### config.mk
export PLATFORM = sky130hd
export DESIGN_NAME = rtsr_regs
export DESIGN_NICKNAME = d
export VERILOG_FILES = /design/src/logic/rtsr_pkg.sv /design/src/logic/rtsr_lqi_acc.sv /design/src/logic/rtsr_state_track.sv /design/src/logic/rtsr_regs.sv
export VERILOG_INCLUDE_DIRS = /design/src /design/src/logic
export SDC_FILE = /design/constraint.sdc
export NUM_CORES = 1
export LEC_CHECK = 0
export BUFFER_PORTS_ARGS = -buffer_cell sky130_fd_sc_hd__buf_2
export CORE_AREA = 10 10 106 108
export CTS_CLUSTER_SIZE = 30
export DETAILED_ROUTE_END_ITERATION = 10
export DIE_AREA = 0 0 116 118
export GPL_ROUTABILITY_DRIVEN = 0
export PLACE_DENSITY = 0.86
export SLEW_MARGIN = 20
export SYNTH_ARGS = -nofsm -noshare
export SYNTH_HDL_FRONTEND = slang
export SYNTH_HIERARCHICAL = 1
export SYNTH_SLANG_ARGS = --single-unit
### constraint.sdc
create_clock -name i_clk_sys -period 4.3 [get_ports i_clk_sys]
set_input_delay 0.86 -clock i_clk_sys [delete_from_list [all_inputs] [get_ports i_clk_sys]]
set_output_delay 0.86 -clock i_clk_sys [all_outputs]
set_load 0.02 [all_outputs]
### src/logic/rtsr_map.svh
// register offsets, reset values and field positions of the radio test and status bank
`ifndef RTSR_MAP_SVH
`define RTSR_MAP_SVH
`define RTSR_OFS_PRODUCTION_TRIM   6'h2A
`define RTSR_OFS_GAIN_CONTROL_TRIM 6'h2B
`define RTSR_OFS_ANALOG_TRIM_B     6'h2C
`define RTSR_OFS_ANALOG_TRIM_A     6'h2D
`define RTSR_OFS_CALIBRATION_TRIM  6'h2E
`define RTSR_OFS_CHIP_PART_ID      6'h30
`define RTSR_OFS_CHIP_REVISION_ID  6'h31
`define RTSR_OFS_FREQ_OFFSET_EST   6'h32
`define RTSR_OFS_LINK_QUALITY      6'h33
`define RTSR_OFS_SIGNAL_STRENGTH   6'h34
`define RTSR_OFS_RADIO_FSM_STATE   6'h35
`define RTSR_RST_PRODUCTION_TRIM   8'h7F
`define RTSR_RST_GAIN_CONTROL_TRIM 8'h3F
`define RTSR_RST_ANALOG_TRIM_B     8'h88
`define RTSR_RST_ANALOG_TRIM_A     8'h31
`define RTSR_RST_CALIBRATION_TRIM  8'h0B
`define RTSR_WAKE_TRIM_B_RETAIN0   8'h88
`define RTSR_WAKE_TRIM_B_RETAIN1   8'h81
`define RTSR_WAKE_TRIM_A_RETAIN0   8'h31
`define RTSR_WAKE_TRIM_A_RETAIN1   8'h35
`define RTSR_BIT_OSC_SEL_CAL_EN    1
`define RTSR_BIT_CRC_MATCH         7
`define RTSR_LQI_SYMBOLS           7'h40
`define RTSR_STATE_CODE_MAX        5'h16
`endif

### src/logic/rtsr_pkg.sv
// types shared by the radio test and status bank
package rtsr_pkg;
   typedef enum logic [4:0] {
      ST_SLEEP = 5'b00000, ST_IDLE = 5'b00001, ST_CRYSTAL_OFF = 5'b00010,
      ST_VCOON_MC = 5'b00011, ST_REGON_MC = 5'b00100, ST_MANUAL_CAL = 5'b00101,
      ST_VCOON = 5'b00110, ST_REGON = 5'b00111, ST_STARTCAL = 5'b01000,
      ST_BWBOOST = 5'b01001, ST_FS_LOCK = 5'b01010, ST_IFADCON = 5'b01011,
      ST_ENDCAL = 5'b01100, ST_RX = 5'b01101, ST_RX_END = 5'b01110,
      ST_RX_RST = 5'b01111, ST_TXRX_SWITCH = 5'b10000,
      ST_RX_QUEUE_OVERRUN = 5'b10001, ST_SYNTH_ON_TX_READY = 5'b10010,
      ST_TX = 5'b10011, ST_TX_END = 5'b10100, ST_RXTX_SWITCH = 5'b10101,
      ST_TX_QUEUE_UNDERRUN = 5'b10110
   } rtsr_state_e;

   // register port request
   typedef struct packed {
      logic [5:0] addr;
      logic [7:0] wdata;
      logic       wr;
      logic       rd;
   } rtsr_req_s;

   // datapath observations of the radio
   typedef struct packed {
      logic        sleep_wake;
      logic        retain_sel;
      logic        fsk_mod;
      logic        rx_enter;
      logic        crc_done;
      logic        crc_match;
      logic        sync_found;
      logic        symbol_strobe;
      logic [7:0]  symbol_quality;
      logic [7:0]  offset_sample;
      logic        offset_valid;
      logic [7:0]  signal_strength;
   } rtsr_radio_s;
endpackage : rtsr_pkg

### src/logic/rtsr_lqi_acc.sv
// link-quality averaging over the symbols after a sync word
`timescale 1ns/10ps
`default_nettype none
`include "rtsr_map.svh"
module rtsr_lqi_acc (
   input  wire logic       i_clk_sys,
   input  wire logic       i_srst,
   input  wire logic       i_ce,
   input  wire logic       i_sync_found,
   input  wire logic       i_symbol_strobe,
   input  wire logic [7:0] i_symbol_quality,
   output logic      [6:0] o_lqi
);
   logic [6:0]  cnt_ff;
   logic [14:0] sum_ff;
   logic        busy_ff;
   logic [6:0]  lqi_ff;
   logic [14:0] nxt_sum;

   assign nxt_sum = sum_ff + {7'h00, i_symbol_quality};
   assign o_lqi   = lqi_ff;

   always_ff @(posedge i_clk_sys) begin
      if (i_srst) begin
         cnt_ff  <= 7'h00;
         sum_ff  <= 15'h0000;
         busy_ff <= 1'b0;
         lqi_ff  <= 7'h00;
      end else if (i_ce) begin
         if (i_sync_found) begin
            cnt_ff  <= 7'h00;
            sum_ff  <= 15'h0000;
            busy_ff <= 1'b1;
         end else if (busy_ff && i_symbol_strobe) begin
            if (cnt_ff == `RTSR_LQI_SYMBOLS - 7'h01) begin
               busy_ff <= 1'b0;
               // sum of 64 eight-bit samples over 256, the average divided by four
               lqi_ff  <= nxt_sum[14:8];
            end else begin
               cnt_ff <= cnt_ff + 7'h01;
               sum_ff <= nxt_sum;
            end
         end
      end
   end
endmodule : rtsr_lqi_acc
`default_nettype wire

### src/logic/rtsr_state_track.sv
// main control state code holder with legal-code guard
`timescale 1ns/10ps
`default_nettype none
`include "rtsr_map.svh"
module rtsr_state_track (
   input  wire logic       i_clk_sys,
   input  wire logic       i_srst,
   input  wire logic       i_ce,
   input  wire logic [4:0] i_state_code,
   output logic      [4:0] o_state_code
);
   rtsr_pkg::rtsr_state_e state_ff;
   rtsr_pkg::rtsr_state_e nxt_state;

   always_comb begin
      case (i_state_code)
         5'h17, 5'h18, 5'h19, 5'h1A, 5'h1B, 5'h1C, 5'h1D, 5'h1E, 5'h1F: nxt_state = state_ff;
         default: nxt_state = rtsr_pkg::rtsr_state_e'(i_state_code);
      endcase
   end

   always_ff @(posedge i_clk_sys) begin
      if (i_srst) begin
         state_ff <= rtsr_pkg::ST_IDLE;
      end else if (i_ce) begin
         state_ff <= nxt_state;
      end
   end

   assign o_state_code = state_ff;
endmodule : rtsr_state_track
`default_nettype wire

### src/logic/rtsr_regs.sv
// radio test settings and status register bank
`timescale 1ns/10ps
`default_nettype none
`include "rtsr_map.svh"
module rtsr_regs #(
   parameter logic [7:0] PART_ID     = 8'hA5, // arbitrary value
   parameter logic [7:0] REVISION_ID = 8'h5A  // arbitrary value
) (
   input  wire logic                  i_clk_sys,
   input  wire logic                  i_srst,
   input  wire logic                  i_ce,
   input  wire rtsr_pkg::rtsr_req_s   i_req,
   output logic                 [7:0] o_rdata,
   input  wire rtsr_pkg::rtsr_radio_s i_radio,
   input  wire logic            [4:0] i_state_code,
   output logic                       o_osc_select_cal_enable,
   output logic                 [7:0] o_production_trim,
   output logic                 [7:0] o_gain_control_trim,
   output logic                 [7:0] o_analog_trim_a,
   output logic                 [7:0] o_analog_trim_b,
   output logic                 [7:0] o_calibration_trim
);
   ////////////////////////////////////////////////////////////////////////////////
   logic [7:0] production_trim_ff;
   logic [7:0] gain_control_trim_ff;
   logic [7:0] analog_trim_b_ff;
   logic [7:0] analog_trim_a_ff;
   logic [7:0] calibration_trim_ff;
   logic [7:0] carrier_offset_value_ff;
   logic       crc_match_ff;
   logic [7:0] signal_strength_ff;
   logic [7:0] rdata_ff;
   logic [7:0] nxt_rdata;
   logic [6:0] link_quality_value;
   logic [4:0] main_control_state_code;
   logic       wr_hit;

   assign wr_hit = i_req.wr && !i_req.rd;

   ////////////////////////////////////////////////////////////////////////////////
   // writable trim registers
   always_ff @(posedge i_clk_sys) begin
      if (i_srst) begin
         production_trim_ff   <= `RTSR_RST_PRODUCTION_TRIM;
         gain_control_trim_ff <= `RTSR_RST_GAIN_CONTROL_TRIM;
         calibration_trim_ff  <= `RTSR_RST_CALIBRATION_TRIM;
      end else if (i_ce && wr_hit) begin
         case (i_req.addr)
            `RTSR_OFS_PRODUCTION_TRIM:   production_trim_ff   <= i_req.wdata;
            `RTSR_OFS_GAIN_CONTROL_TRIM: gain_control_trim_ff <= i_req.wdata;
            `RTSR_OFS_CALIBRATION_TRIM:  calibration_trim_ff  <= i_req.wdata;
            default: begin
            end
         endcase
      end
   end

   // analog trims: wake reload beats a same-cycle host write
   always_ff @(posedge i_clk_sys) begin
      if (i_srst) begin
         analog_trim_b_ff <= `RTSR_RST_ANALOG_TRIM_B;
         analog_trim_a_ff <= `RTSR_RST_ANALOG_TRIM_A;
      end else if (i_ce) begin
         if (i_radio.sleep_wake) begin
            analog_trim_b_ff <= i_radio.retain_sel ? `RTSR_WAKE_TRIM_B_RETAIN1
                                                   : `RTSR_WAKE_TRIM_B_RETAIN0;
            analog_trim_a_ff <= i_radio.retain_sel ? `RTSR_WAKE_TRIM_A_RETAIN1
                                                   : `RTSR_WAKE_TRIM_A_RETAIN0;
         end else if (wr_hit && i_req.addr == `RTSR_OFS_ANALOG_TRIM_B) begin
            analog_trim_b_ff <= i_req.wdata;
         end else if (wr_hit && i_req.addr == `RTSR_OFS_ANALOG_TRIM_A) begin
            analog_trim_a_ff <= i_req.wdata;
         end
      end
   end

   ////////////////////////////////////////////////////////////////////////////////
   // status capture
   always_ff @(posedge i_clk_sys) begin
      if (i_srst) begin
         carrier_offset_value_ff <= 8'h00;
      end else if (i_ce) begin
         if (!i_radio.fsk_mod) begin
            carrier_offset_value_ff <= 8'h00;
         end else if (i_radio.offset_valid) begin
            carrier_offset_value_ff <= i_radio.offset_sample;
         end
      end
   end

   // a match report in the entry cycle wins over the clear
   always_ff @(posedge i_clk_sys) begin
      if (i_srst) begin
         crc_match_ff <= 1'b0;
      end else if (i_ce) begin
         if (i_radio.crc_done) begin
            crc_match_ff <= i_radio.crc_match;
         end else if (i_radio.rx_enter) begin
            crc_match_ff <= 1'b0;
         end
      end
   end

   always_ff @(posedge i_clk_sys) begin
      if (i_srst) begin
         signal_strength_ff <= 8'h00;
      end else if (i_ce) begin
         signal_strength_ff <= i_radio.signal_strength;
      end
   end

   rtsr_lqi_acc u_lqi (
      .i_clk_sys        (i_clk_sys),
      .i_srst           (i_srst),
      .i_ce             (i_ce),
      .i_sync_found     (i_radio.sync_found),
      .i_symbol_strobe  (i_radio.symbol_strobe),
      .i_symbol_quality (i_radio.symbol_quality),
      .o_lqi            (link_quality_value)
   );

   rtsr_state_track u_state (
      .i_clk_sys    (i_clk_sys),
      .i_srst       (i_srst),
      .i_ce         (i_ce),
      .i_state_code (i_state_code),
      .o_state_code (main_control_state_code)
   );

   ////////////////////////////////////////////////////////////////////////////////
   // read port, data one cycle after the strobe, zero after any other enabled cycle
   always_comb begin
      case (i_req.addr)
         `RTSR_OFS_PRODUCTION_TRIM:   nxt_rdata = production_trim_ff;
         `RTSR_OFS_GAIN_CONTROL_TRIM: nxt_rdata = gain_control_trim_ff;
         `RTSR_OFS_ANALOG_TRIM_B:     nxt_rdata = analog_trim_b_ff;
         `RTSR_OFS_ANALOG_TRIM_A:     nxt_rdata = analog_trim_a_ff;
         `RTSR_OFS_CALIBRATION_TRIM:  nxt_rdata = calibration_trim_ff;
         `RTSR_OFS_CHIP_PART_ID:      nxt_rdata = PART_ID;
         `RTSR_OFS_CHIP_REVISION_ID:  nxt_rdata = REVISION_ID;
         `RTSR_OFS_FREQ_OFFSET_EST:   nxt_rdata = carrier_offset_value_ff;
         `RTSR_OFS_LINK_QUALITY:      nxt_rdata = {crc_match_ff, link_quality_value};
         `RTSR_OFS_SIGNAL_STRENGTH:   nxt_rdata = signal_strength_ff;
         `RTSR_OFS_RADIO_FSM_STATE:   nxt_rdata = {3'h0, main_control_state_code};
         default:                     nxt_rdata = 8'h00;
      endcase
   end

   always_ff @(posedge i_clk_sys) begin
      if (i_srst) begin
         rdata_ff <= 8'h00;
      end else if (i_ce) begin
         rdata_ff <= i_req.rd ? nxt_rdata : 8'h00;
      end
   end

   assign o_rdata                 = rdata_ff;
   assign o_osc_select_cal_enable = calibration_trim_ff[`RTSR_BIT_OSC_SEL_CAL_EN];
   assign o_production_trim       = production_trim_ff;
   assign o_gain_control_trim     = gain_control_trim_ff;
   assign o_analog_trim_a         = analog_trim_a_ff;
   assign o_analog_trim_b         = analog_trim_b_ff;
   assign o_calibration_trim      = calibration_trim_ff;
endmodule : rtsr_regs
`default_nettype wire

== After elaboration in Yosys (flattened, before gate mapping) ==
Index checks and enable logic that the tools add are counted.

* Output and inout port bits: 49
* Input port bits: 57
* Word-level logic and storage cells: 87
* Flip-flop bits (word level): 100

* Reductions and logical operators: 23
* Eq/ne operators: 24
* Multiplexer cells: 22
* Bitwise logic cells: 2
* Add/sub/neg operators: 2

{| class="wikitable"
|+ Operator list
! operator !! number
|-
| one-hot mux 8 bit (11 select lines) || 1
|-
| == test 6 bit, second input constant || 11
|-
| 2-to-1 mux 8 bit || 8
|-
| == test 5 bit, second input constant || 9
|-
| 2-to-1 mux 15 bit || 3
|-
| 2-to-1 mux 7 bit || 3
|-
| adder 15 x 8 -> 15 bit || 1
|-
| AND reduction 2 bit || 7
|-
| nonzero test 2 bit || 5
|-
| AND reduction 3 bit || 3
|-
| OR reduction 9 bit || 1
|-
| adder 7 x 1 -> 7 bit, second input constant || 1
|-
| == test 7 x 6 -> 1 bit, second input constant || 1
|-
| inequality test 2 bit, second input constant || 3
|-
| logical AND 1 bit || 5
|-
| 2-to-1 mux 1 bit || 5
|-
| 2-to-1 mux 4 bit || 1
|-
| AND reduction 4 bit || 1
|-
| 2-to-1 mux 3 bit || 1
|-
| NOT 1 bit || 2
|-
| logical NOT 1 bit || 1
|}

== Longest topological paths before layout ==
Gate-level depths: netlist of run 1.

* Depth in word-level cells: 6
* Mapped depth: 8
* Mapped depth without buffers: 8

== Modules after synthesis ==
Netlist of run 1, hierarchy kept.

{| class="wikitable"
|+ By module, submodules not included
! module !! cells an instance !! times used !! area an instance (µm²)
|-
| rtsr_regs || 360 || 1 || 3,310.7
|-
| rtsr_lqi_acc || 223 || 1 || 1,851.8
|-
| rtsr_state_track || 26 || 1 || 229.0
|}

== Least setup slack after synthesis of run 1 ==
No wires, ideal clock.

* Path kind: input port to flip-flop
* From: input port i_radio[17] (netlist name)
* To: register u_lqi.lqi_ff[6], in the netlist u_lqi/o_lqi[6]
* Data arrival time: 2.602 ns
* Setup slack: 1.607 ns
* Path buffers: 0
* Stages on the path: 8
* Cell sequence: ha_1 > inv_1 > fa_1 > nand2b_1 > a211oi_2 > o22ai_2 > or3_1 > a311oi_1

* Longest elaborated chain between the ends: 1

{| class="wikitable"
|+ Ends and longest elaborated chain
! item !! RTL line !! source
|-
| start, declared || rtsr_regs.sv:14 || <nowiki>input wire rtsr_pkg::rtsr_radio_s i_radio,</nowiki>
|-
| adder 15 x 8 -> 15 bit || rtsr_lqi_acc.sv:20 || <nowiki>assign nxt_sum = sum_ff + {7'h00, i_symbol_quality};</nowiki>
|-
| end signal, assigned || rtsr_lqi_acc.sv:38 || <nowiki>lqi_ff <= nxt_sum[14:8];</nowiki>
|-
| end, declared || rtsr_lqi_acc.sv:17 || <nowiki>logic [6:0] lqi_ff;</nowiki>
|}

No other way between the ends.
A chain may end at the register's enable or synchronous reset.

== Worst setup path after layout of run 1 ==
* From: input port i_req[14] (netlist name)
* To: register calibration_trim_ff[0], in the netlist o_calibration_trim[0]

* Longest elaborated chain between the ends: 2

{| class="wikitable"
|+ Ends and longest elaborated chain
! item !! RTL line !! source
|-
| start, declared || rtsr_regs.sv:12 || <nowiki>input wire rtsr_pkg::rtsr_req_s i_req,</nowiki>
|-
| == test 6 bit || rtsr_regs.sv:48 || <nowiki>case (i_req.addr)</nowiki>
|-
| AND reduction 2 bit (no source line) || n/a ||
|-
| end signal, assigned || rtsr_regs.sv:46 || <nowiki>calibration_trim_ff <= `RTSR_RST_CALIBRATION_TRIM;</nowiki>
|-
| end signal, assigned || rtsr_regs.sv:51 || <nowiki>`RTSR_OFS_CALIBRATION_TRIM: calibration_trim_ff <= i_req.wdata;</nowiki>
|-
| end, declared || rtsr_regs.sv:28 || <nowiki>logic [7:0] calibration_trim_ff;</nowiki>
|}

No other way between the ends.

==> reports/metrics.yaml, run 1 <==
outcome:
  status: "completed"
yosys:
  yosysUniqueCellTypes: 76
  synth-edff-count: 0
  ys_seq_area_share_pct: 37.13
  syn_nets: 676
  synth_warnings: 6
  syn_inst: 609
  syn_avg_cell_area_um2: 8.853
  synth_seq_cells: 100
  async_flop_share_pct: 0
  ys.flop_type: "dfxtp_1"
  netlist_area_mm2: 0.005391
global_route:
  gr-usage-met3_pct: 6.320
  grt_usage_pct: 22.42
  grt-ovfl-total: 0
  grt_max_degree: 82
  grt_busiest_layer: "met2"
  met1_usage_pct: 26.14
  antenna_found_initial: 5
  grt_pass1_wl_um: 25470
  grt_pass1_vias: 5195
  met2_usage_pct: 36.31
routing:
  vias: 5231
  wl_um: 15710
  via_per_inst: 6.490
  drc: 0
  wl_per_cell_um: 19.49
  antenna_left: 0
  drt_pre_antenna_iters: 6
  drt-initial-drc-count: 405
layout:
  n_fill_cell: 712
  final_common_cell: "buf_2"
  drive_gt1_share_pct: 20.95
  syn_to_final_growth_pct: 12.93
  final_util_pct: 66.84
  layout_common_cells: "buf_2 (105), dfxtp_1 (100), nor2_1 (70)"
  final_area_mm2: 0.006088
  nNetsFinal: 754
  stdcell_count: 806
run:
  max_cap_viol_count: 0
setup_path:
  crit_type: "input pin to register"
  crit_path_end_kind: "register"
  cp.required_ps: 4570
  path_cells: "buf_2 > nand4b_1 > nor3_2 > nor2b_1 > a211o_1"
  max_stage_delay_ps: 850
  crit_path_start_kind: "input pin"
  r2r_start: "u_lqi/sum_ff[0]"
  rr_worst_depth: 8
  worstPathMaxFanout: 13
  critPathBufInv: 1
  crit_slowest_cell: "nor3_2"
  worst_path_dominant_cell_family: "simple AND/OR/NAND/NOR gates"
  worstPathArrival_ps: 2910
  rr_endpoint: "u_lqi/o_lqi[6]"
  rrSetupSlack_ps: 1880
min_path:
  hp-start: "u_lqi/sum_ff[0]"
  hp-class: "register to register"
  worstHoldPathCells: 2
  holdPathEnd: "u_lqi/sum_ff[0]"
clock_network:
  clock_latency_ps: 380
  cts_hold_buffers: 0
  cts_buffer_depth: 2
  cts_made_buffers: 9
  cts_resized: 0
  cts_tree: "built"
  path_clk_slew_ps: 100
  clock_sinks: 100
  root_buffer: "clkbuf_8"
  htree_levels: 3
  cts_setup_buffers: 0
place:
  place_hpwl_um: 11550
  dp.cells: 787
  portBuffers: 105
  dpl_cell_area_mm2: 0.005879
  dp_slack_ps: 1300
timing:
  layout_setup_ws_ps: 1658
  skew_ps: 14.99
  worstMarginPinSlew_ps: 844.9
  fin_setup_tns_ps: 0
  max_clock_freq_mhz: 378.5
  rsz0062_at_grt: "no"
  slew_viol_final: 0
  slew_headroom_pct: 43.36
  period_share_pct: 61.44
  hold_violations: 0
  finalSetupViolCount: 0
  period_minus_slack_ps: 2642
  fin_hold_ws_ps: 473.9
floorplanning:
  coreArea_mm2: 0.009109
  io_pins: 106
  start_util_pct: 59.19
  die-area_mm2: 0.01369
  rows: 35
  chipWidth_um: 116
  die_h_um: 118
pwr:
  leakagePower_nw: 2.387
  powerDensity_mw_per_mm2: 285.9
  ir_drop_v: 0.0001493
  power_mw: 1.740
-- report_power, final --
part           total, mW  internal [mW]  switching [mW]  leakage [nW]
combinational      0.198         0.0726           0.125          1.48
sequential         0.951          0.940          0.0109         0.810
clock              0.592          0.228           0.364        0.0998
-- worst max-delay path by stage --
stage / start / to / slack [ps] / depth (start not counted)
floorplan: i_radio[17] / u_lqi/o_lqi[6] / 1610 / 8
global placement: i_ce / o_calibration_trim[1] / 1380 / 6
CTS: i_ce / o_calibration_trim[0] / 1700 / 6
global route: i_req[14] / o_calibration_trim[0] / 1530 / 5
finish: i_req[14] / o_calibration_trim[0] / 1660 / 5
detailed placement: i_ce / o_calibration_trim[0] / 1300 / 6
-- layout make-up --
class | count | area (um2) | share of cell area (%)
Antenna cell | 3 | 7.507 | 0.1233
Clock buffer | 9 | 123.9 | 2.035
Clock inverter | 7 | 68.82 | 1.130
Inverter | 14 | 52.55 | 0.8631
Multi-Input combinational cell | 454 | 3147 | 51.69
Sequential cell | 100 | 2002 | 32.88
Tap cell | 111 | 138.9 | 2.281
Timing Repair Buffer | 108 | 548.0 | 9.001
-- synthesized netlist by cell type, types with 4 or more instances --
library cell | instances | area [um2]
a211o_1 | 18 | 157.7
a211oi_1 | 16 | 120.1
a21o_1 | 9 | 67.56
a21oi_1 | 23 | 115.1
a221oi_1 | 6 | 52.55
a22oi_1 | 20 | 150.1
a311oi_1 | 11 | 96.34
a31oi_1 | 6 | 37.54
and3_1 | 6 | 37.54
buf_2 | 15 | 75.07
buf_4 | 5 | 37.54
clkbuf_1 | 18 | 67.56
dfxtp_1 | 100 | 2002
ha_1 | 9 | 112.6
inv_1 | 14 | 52.55
mux2i_1 | 32 | 320.3
nand2_1 | 32 | 120.1
nand2b_1 | 24 | 150.1
nand3_1 | 13 | 65.06
nand3b_1 | 7 | 52.55
nand4_1 | 4 | 25.02
nor2_1 | 70 | 262.8
nor2b_1 | 26 | 162.7
nor3_1 | 12 | 60.06
nor4_1 | 7 | 43.79
o211ai_1 | 5 | 37.54
o21ai_0 | 14 | 70.07
o21bai_1 | 4 | 30.03
o22ai_1 | 5 | 31.28
or4_1 | 5 | 37.54
xor2_1 | 6 | 52.55
-- logic make-up after synthesis --
group | count (synthesis) | synth area share (%)
buffers and inverters | 55 | 4.665
xor gates and xnor gates | 6 | 0.9747
and+or+nand+nor | 230 | 24.02
DFF | 100 | 37.13
AOI/OAI and AO/OA | 176 | 24.81
muxes | 32 | 5.941
adders and majority gates | 10 | 2.460
-- state kept, by name (all words and copies together), names as in the netlist, 7 cells and up --
register / cells
u_lqi/cnt_ff: 7
o_gain_control_trim: 8
o_production_trim: 8
carrier_offset_value_ff: 8
o_analog_trim_a: 8
o_calibration_trim: 8
u_lqi/sum_ff: 15
o_rdata: 8
u_lqi/o_lqi: 7
signal_strength_ff: 8
o_analog_trim_b: 8
-- metal layers --
| layer | vias up | share of wire [%] |
|---|---|---|
| li1 | 2431 | - |
| met1 | 2469 | 38 |
| met2 | 280 | 48 |
| met3 | 49 | 9.8 |
| met4 | 2 | 3.3 |
| met5 | - | 0.083 |
-- worst register-to-register path, stage by stage (launching register included) --
cell	delay [ps]
dfxtp_1	350
ha_1	220
inv_1	70
fa_1	410
nand2b_1	220
a211oi_2	270
o22ai_2	180
or3_1	370
a311oi_1	250
(Power assumes the default switching activity.)
==> run 2: changes to the inputs <==
--- a/config.mk
+++ b/config.mk
@@ -6,13 +6,14 @@
 export SDC_FILE = /design/constraint.sdc
 export NUM_CORES = 1
 export LEC_CHECK = 0
+export ABC_AREA = 1
 export BUFFER_PORTS_ARGS = -buffer_cell sky130_fd_sc_hd__buf_2
-export CORE_AREA = 10 10 106 108
+export CORE_AREA = 10 10 116 118
 export CTS_CLUSTER_SIZE = 30
 export DETAILED_ROUTE_END_ITERATION = 10
-export DIE_AREA = 0 0 116 118
+export DIE_AREA = 0 0 126 128
 export GPL_ROUTABILITY_DRIVEN = 0
-export PLACE_DENSITY = 0.86
+export PLACE_DENSITY = 0.76
 export SLEW_MARGIN = 20
 export SYNTH_ARGS = -nofsm -noshare
 export SYNTH_HDL_FRONTEND = slang
==> constraint.sdc (replaced) <==
create_clock -name i_clk_sys -period 2.15 [get_ports i_clk_sys]
set_input_delay 0.43 -clock i_clk_sys [delete_from_list [all_inputs] [get_ports i_clk_sys]]
set_output_delay 0.43 -clock i_clk_sys [all_outputs]
set_load 0.02 [all_outputs]
==> run 2 against run 1 <==
Sequential power increased by 100%. Via count increased by 7.6%. Wire length decreased by 2.3%. Die area increased by 18%. Highest routed layer is now met4. First-iteration DRC count increased by 33%. Largest cell class unchanged. Combinational power increased by 110%. Global-route usage decreased by 3.6 points.
==> reports/metrics.yaml, run 2 <==
outcome:
  status: "completed"
setup_path:
  worstPathMaxFanout: 4
  crit_slowest_cell: "fa_1"
  path_cells: "ha_1 > inv_1 > fa_1 > inv_1 > nand3_1 > nand3_1 > nand2_1 > nand2_1 > nand3b_1 > nand2_1 > nand2_1 > a21oi_1"
  critPathBufInv: 2
  max_stage_delay_ps: 400
  cp.required_ps: 2420
  worst_path_dominant_cell_family: "simple AND/OR/NAND/NOR gates"
  crit_path_start_kind: "register"
  crit_type: "register to register"
  crit_start: "u_lqi/sum_ff[0]"
  cpMostUsedCell: "nand2_1"
  r2r_start: "u_lqi/sum_ff[0]"
  worstPathArrival_ps: 2110
  crit_path_end_kind: "register"
global_route:
  grt_usage_pct: 18.83
  grt-ovfl-total: 0
  grt_busiest_layer: "met2"
  met1_usage_pct: 22.52
  grt_pass1_wl_um: 25320
  grt_pass1_vias: 5250
  antenna_found_initial: 0
  grt_max_degree: 53
  met2_usage_pct: 31.88
  gr-usage-met3_pct: 4.549
yosys:
  ys.flop_type: "dfxtp_1"
  syn_nets: 904
  yosys.area.top_type: "dfxtp_1"
  synth_commonest_cells: "nand2_1 (256), nor2_1 (105), dfxtp_1 (100), inv_1 (86), nand3_1 (81)"
  ys_seq_area_share_pct: 36.95
  yosysMostFrequentCell: "nand2_1"
  yosysUniqueCellTypes: 38
  netlist_area_mm2: 0.005418
  synth-edff-count: 0
  syn_avg_cell_area_um2: 6.473
  yosysTopAreaCellShare_pct: 36.95
  synth_area_leaders: "dfxtp_1 (37%), nand2_1 (18%), nand3_1 (7.5%)"
  async_flop_share_pct: 0
  syn_inst: 837
  synth_seq_cells: 100
  synth_warnings: 6
floorplanning:
  die_h_um: 128
  die-area_mm2: 0.01613
  coreArea_mm2: 0.01122
  start_util_pct: 48.27
  chipWidth_um: 126
  io_pins: 106
  rows: 39
routing:
  vias: 5631
  antenna_left: 0
  wl_um: 15350
  drc: 0
  wl_per_cell_um: 14.05
  drt-initial-drc-count: 537
  via_per_inst: 5.152
  drt_pre_antenna_iters: 7
layout:
  nNetsFinal: 1012
  seqCellArea_mm2: 0.002002
  drive_gt1_share_pct: 18.53
  final_common_cell: "nand2_1"
  largest_register_ffs: 15
  layout_common_cells: "nand2_1 (256), nor2_1 (105), buf_2 (105)"
  final_area_mm2: 0.006417
  multi_input_area_mm2: 0.002947
  syn_to_final_growth_pct: 18.45
  largest_register: "u_lqi/sum_ff"
  antenna_cells: 0
  n_fill_cell: 1109
clock_network:
  htree_levels: 3
  cts_buffer_depth: 2
  cts_hold_buffers: 0
  clock_sinks: 100
  cts_tree: "built"
  cts_resized: 0
  path_clk_slew_ps: 70
  clock_latency_ps: 350
  cts_made_buffers: 9
  root_buffer: "clkbuf_16"
  cts_setup_buffers: 0
timing:
  period_share_pct: 85.67
  slew_headroom_pct: 34.34
  slew_viol_final: 0
  layout_setup_ws_ps: 308.2
  finalSetupViolCount: 0
  hold_violations: 0
  worstMarginPinSlew_ps: 978.9
  rsz0062_at_grt: "no"
  max_clock_freq_mhz: 542.9
  fin_hold_ws_ps: 299.4
  period_minus_slack_ps: 1842
  fin_setup_tns_ps: 0
  skew_ps: 7.174
place:
  portBuffers: 105
  place_hpwl_um: 11800
  dpl_cell_area_mm2: 0.006100
  dp_slack_ps: 119.1
min_path:
  hp-start: "i_radio[1]"
  hp-class: "input pin to register"
run:
  max_cap_viol_count: 0
pwr:
  powerDensity_mw_per_mm2: 635.0
  ir_drop_v: 0.0005918
  leakagePower_nw: 3.149
run 2: area by class of cell:
class,count,share of cell area [%]
tap,143,2.788
inverter,99,5.791
timing repair buffer,115,9.359
sequential,100,31.20
multi-input combinational,620,45.92
clock buffer,11,3.626
clock inverter,5,1.326
run 2: logic make-up (layout without fill, tap and decap cells):
logic type | count (synthesis) | count (layout) | synth area share [%]
simple gates | 484 | 484 | 38.87
compound gates | 123 | 123 | 12.59
fa+ha+maj | 10 | 10 | 2.448
xor+xnor | 3 | 3 | 0.4851
buf+inv | 117 | 230 | 8.661
flops | 100 | 100 | 36.95
run 2: path summary, 6_finish.rpt:
check / endpoint / slack (ps) / cells past startpoint
worst min-delay path: signal_strength_ff[1] / 300 / 3
worst max-delay path: u_lqi/sum_ff[12] / 310 / 12
worst min register to register: o_rdata[4] / 460 / 2
worst max register to register: u_lqi/sum_ff[12] / 310 / 12
run 2: power by group:
part / leakage [nW] / total, mW / internal [mW] / switching, mW
combinational: 2.19 / 0.412 / 0.138 / 0.274
sequential: 0.812 / 1.92 / 1.89 / 0.0268
clock: 0.150 / 1.74 / 1.03 / 0.716
run 2: worst min-delay path: cells and delay by family:
kind                   cells  cell delay, ps
AND/OR/NAND/NOR            2             110
buffers and inverters      1              70
run 2: stage by stage:
stage | cells | total power, mW | util (%)
after floorplan | 837 | 2.210 | -
after global placement | 1077 | 2.362 | 54.35
after detailed placement | 1077 | 2.367 | 54.35
after CTS | 1093 | 4.106 | 57.18
after global routing | 1093 | 4.234 | 57.18
final | 1093 | 4.075 | 57.18
run 2: layer usage:
metal	wire length, um	vias up
met5	0	-
met4	410	0
met3	1080	29
met2	7297	197
met1	6565	2512
li1	-	2893
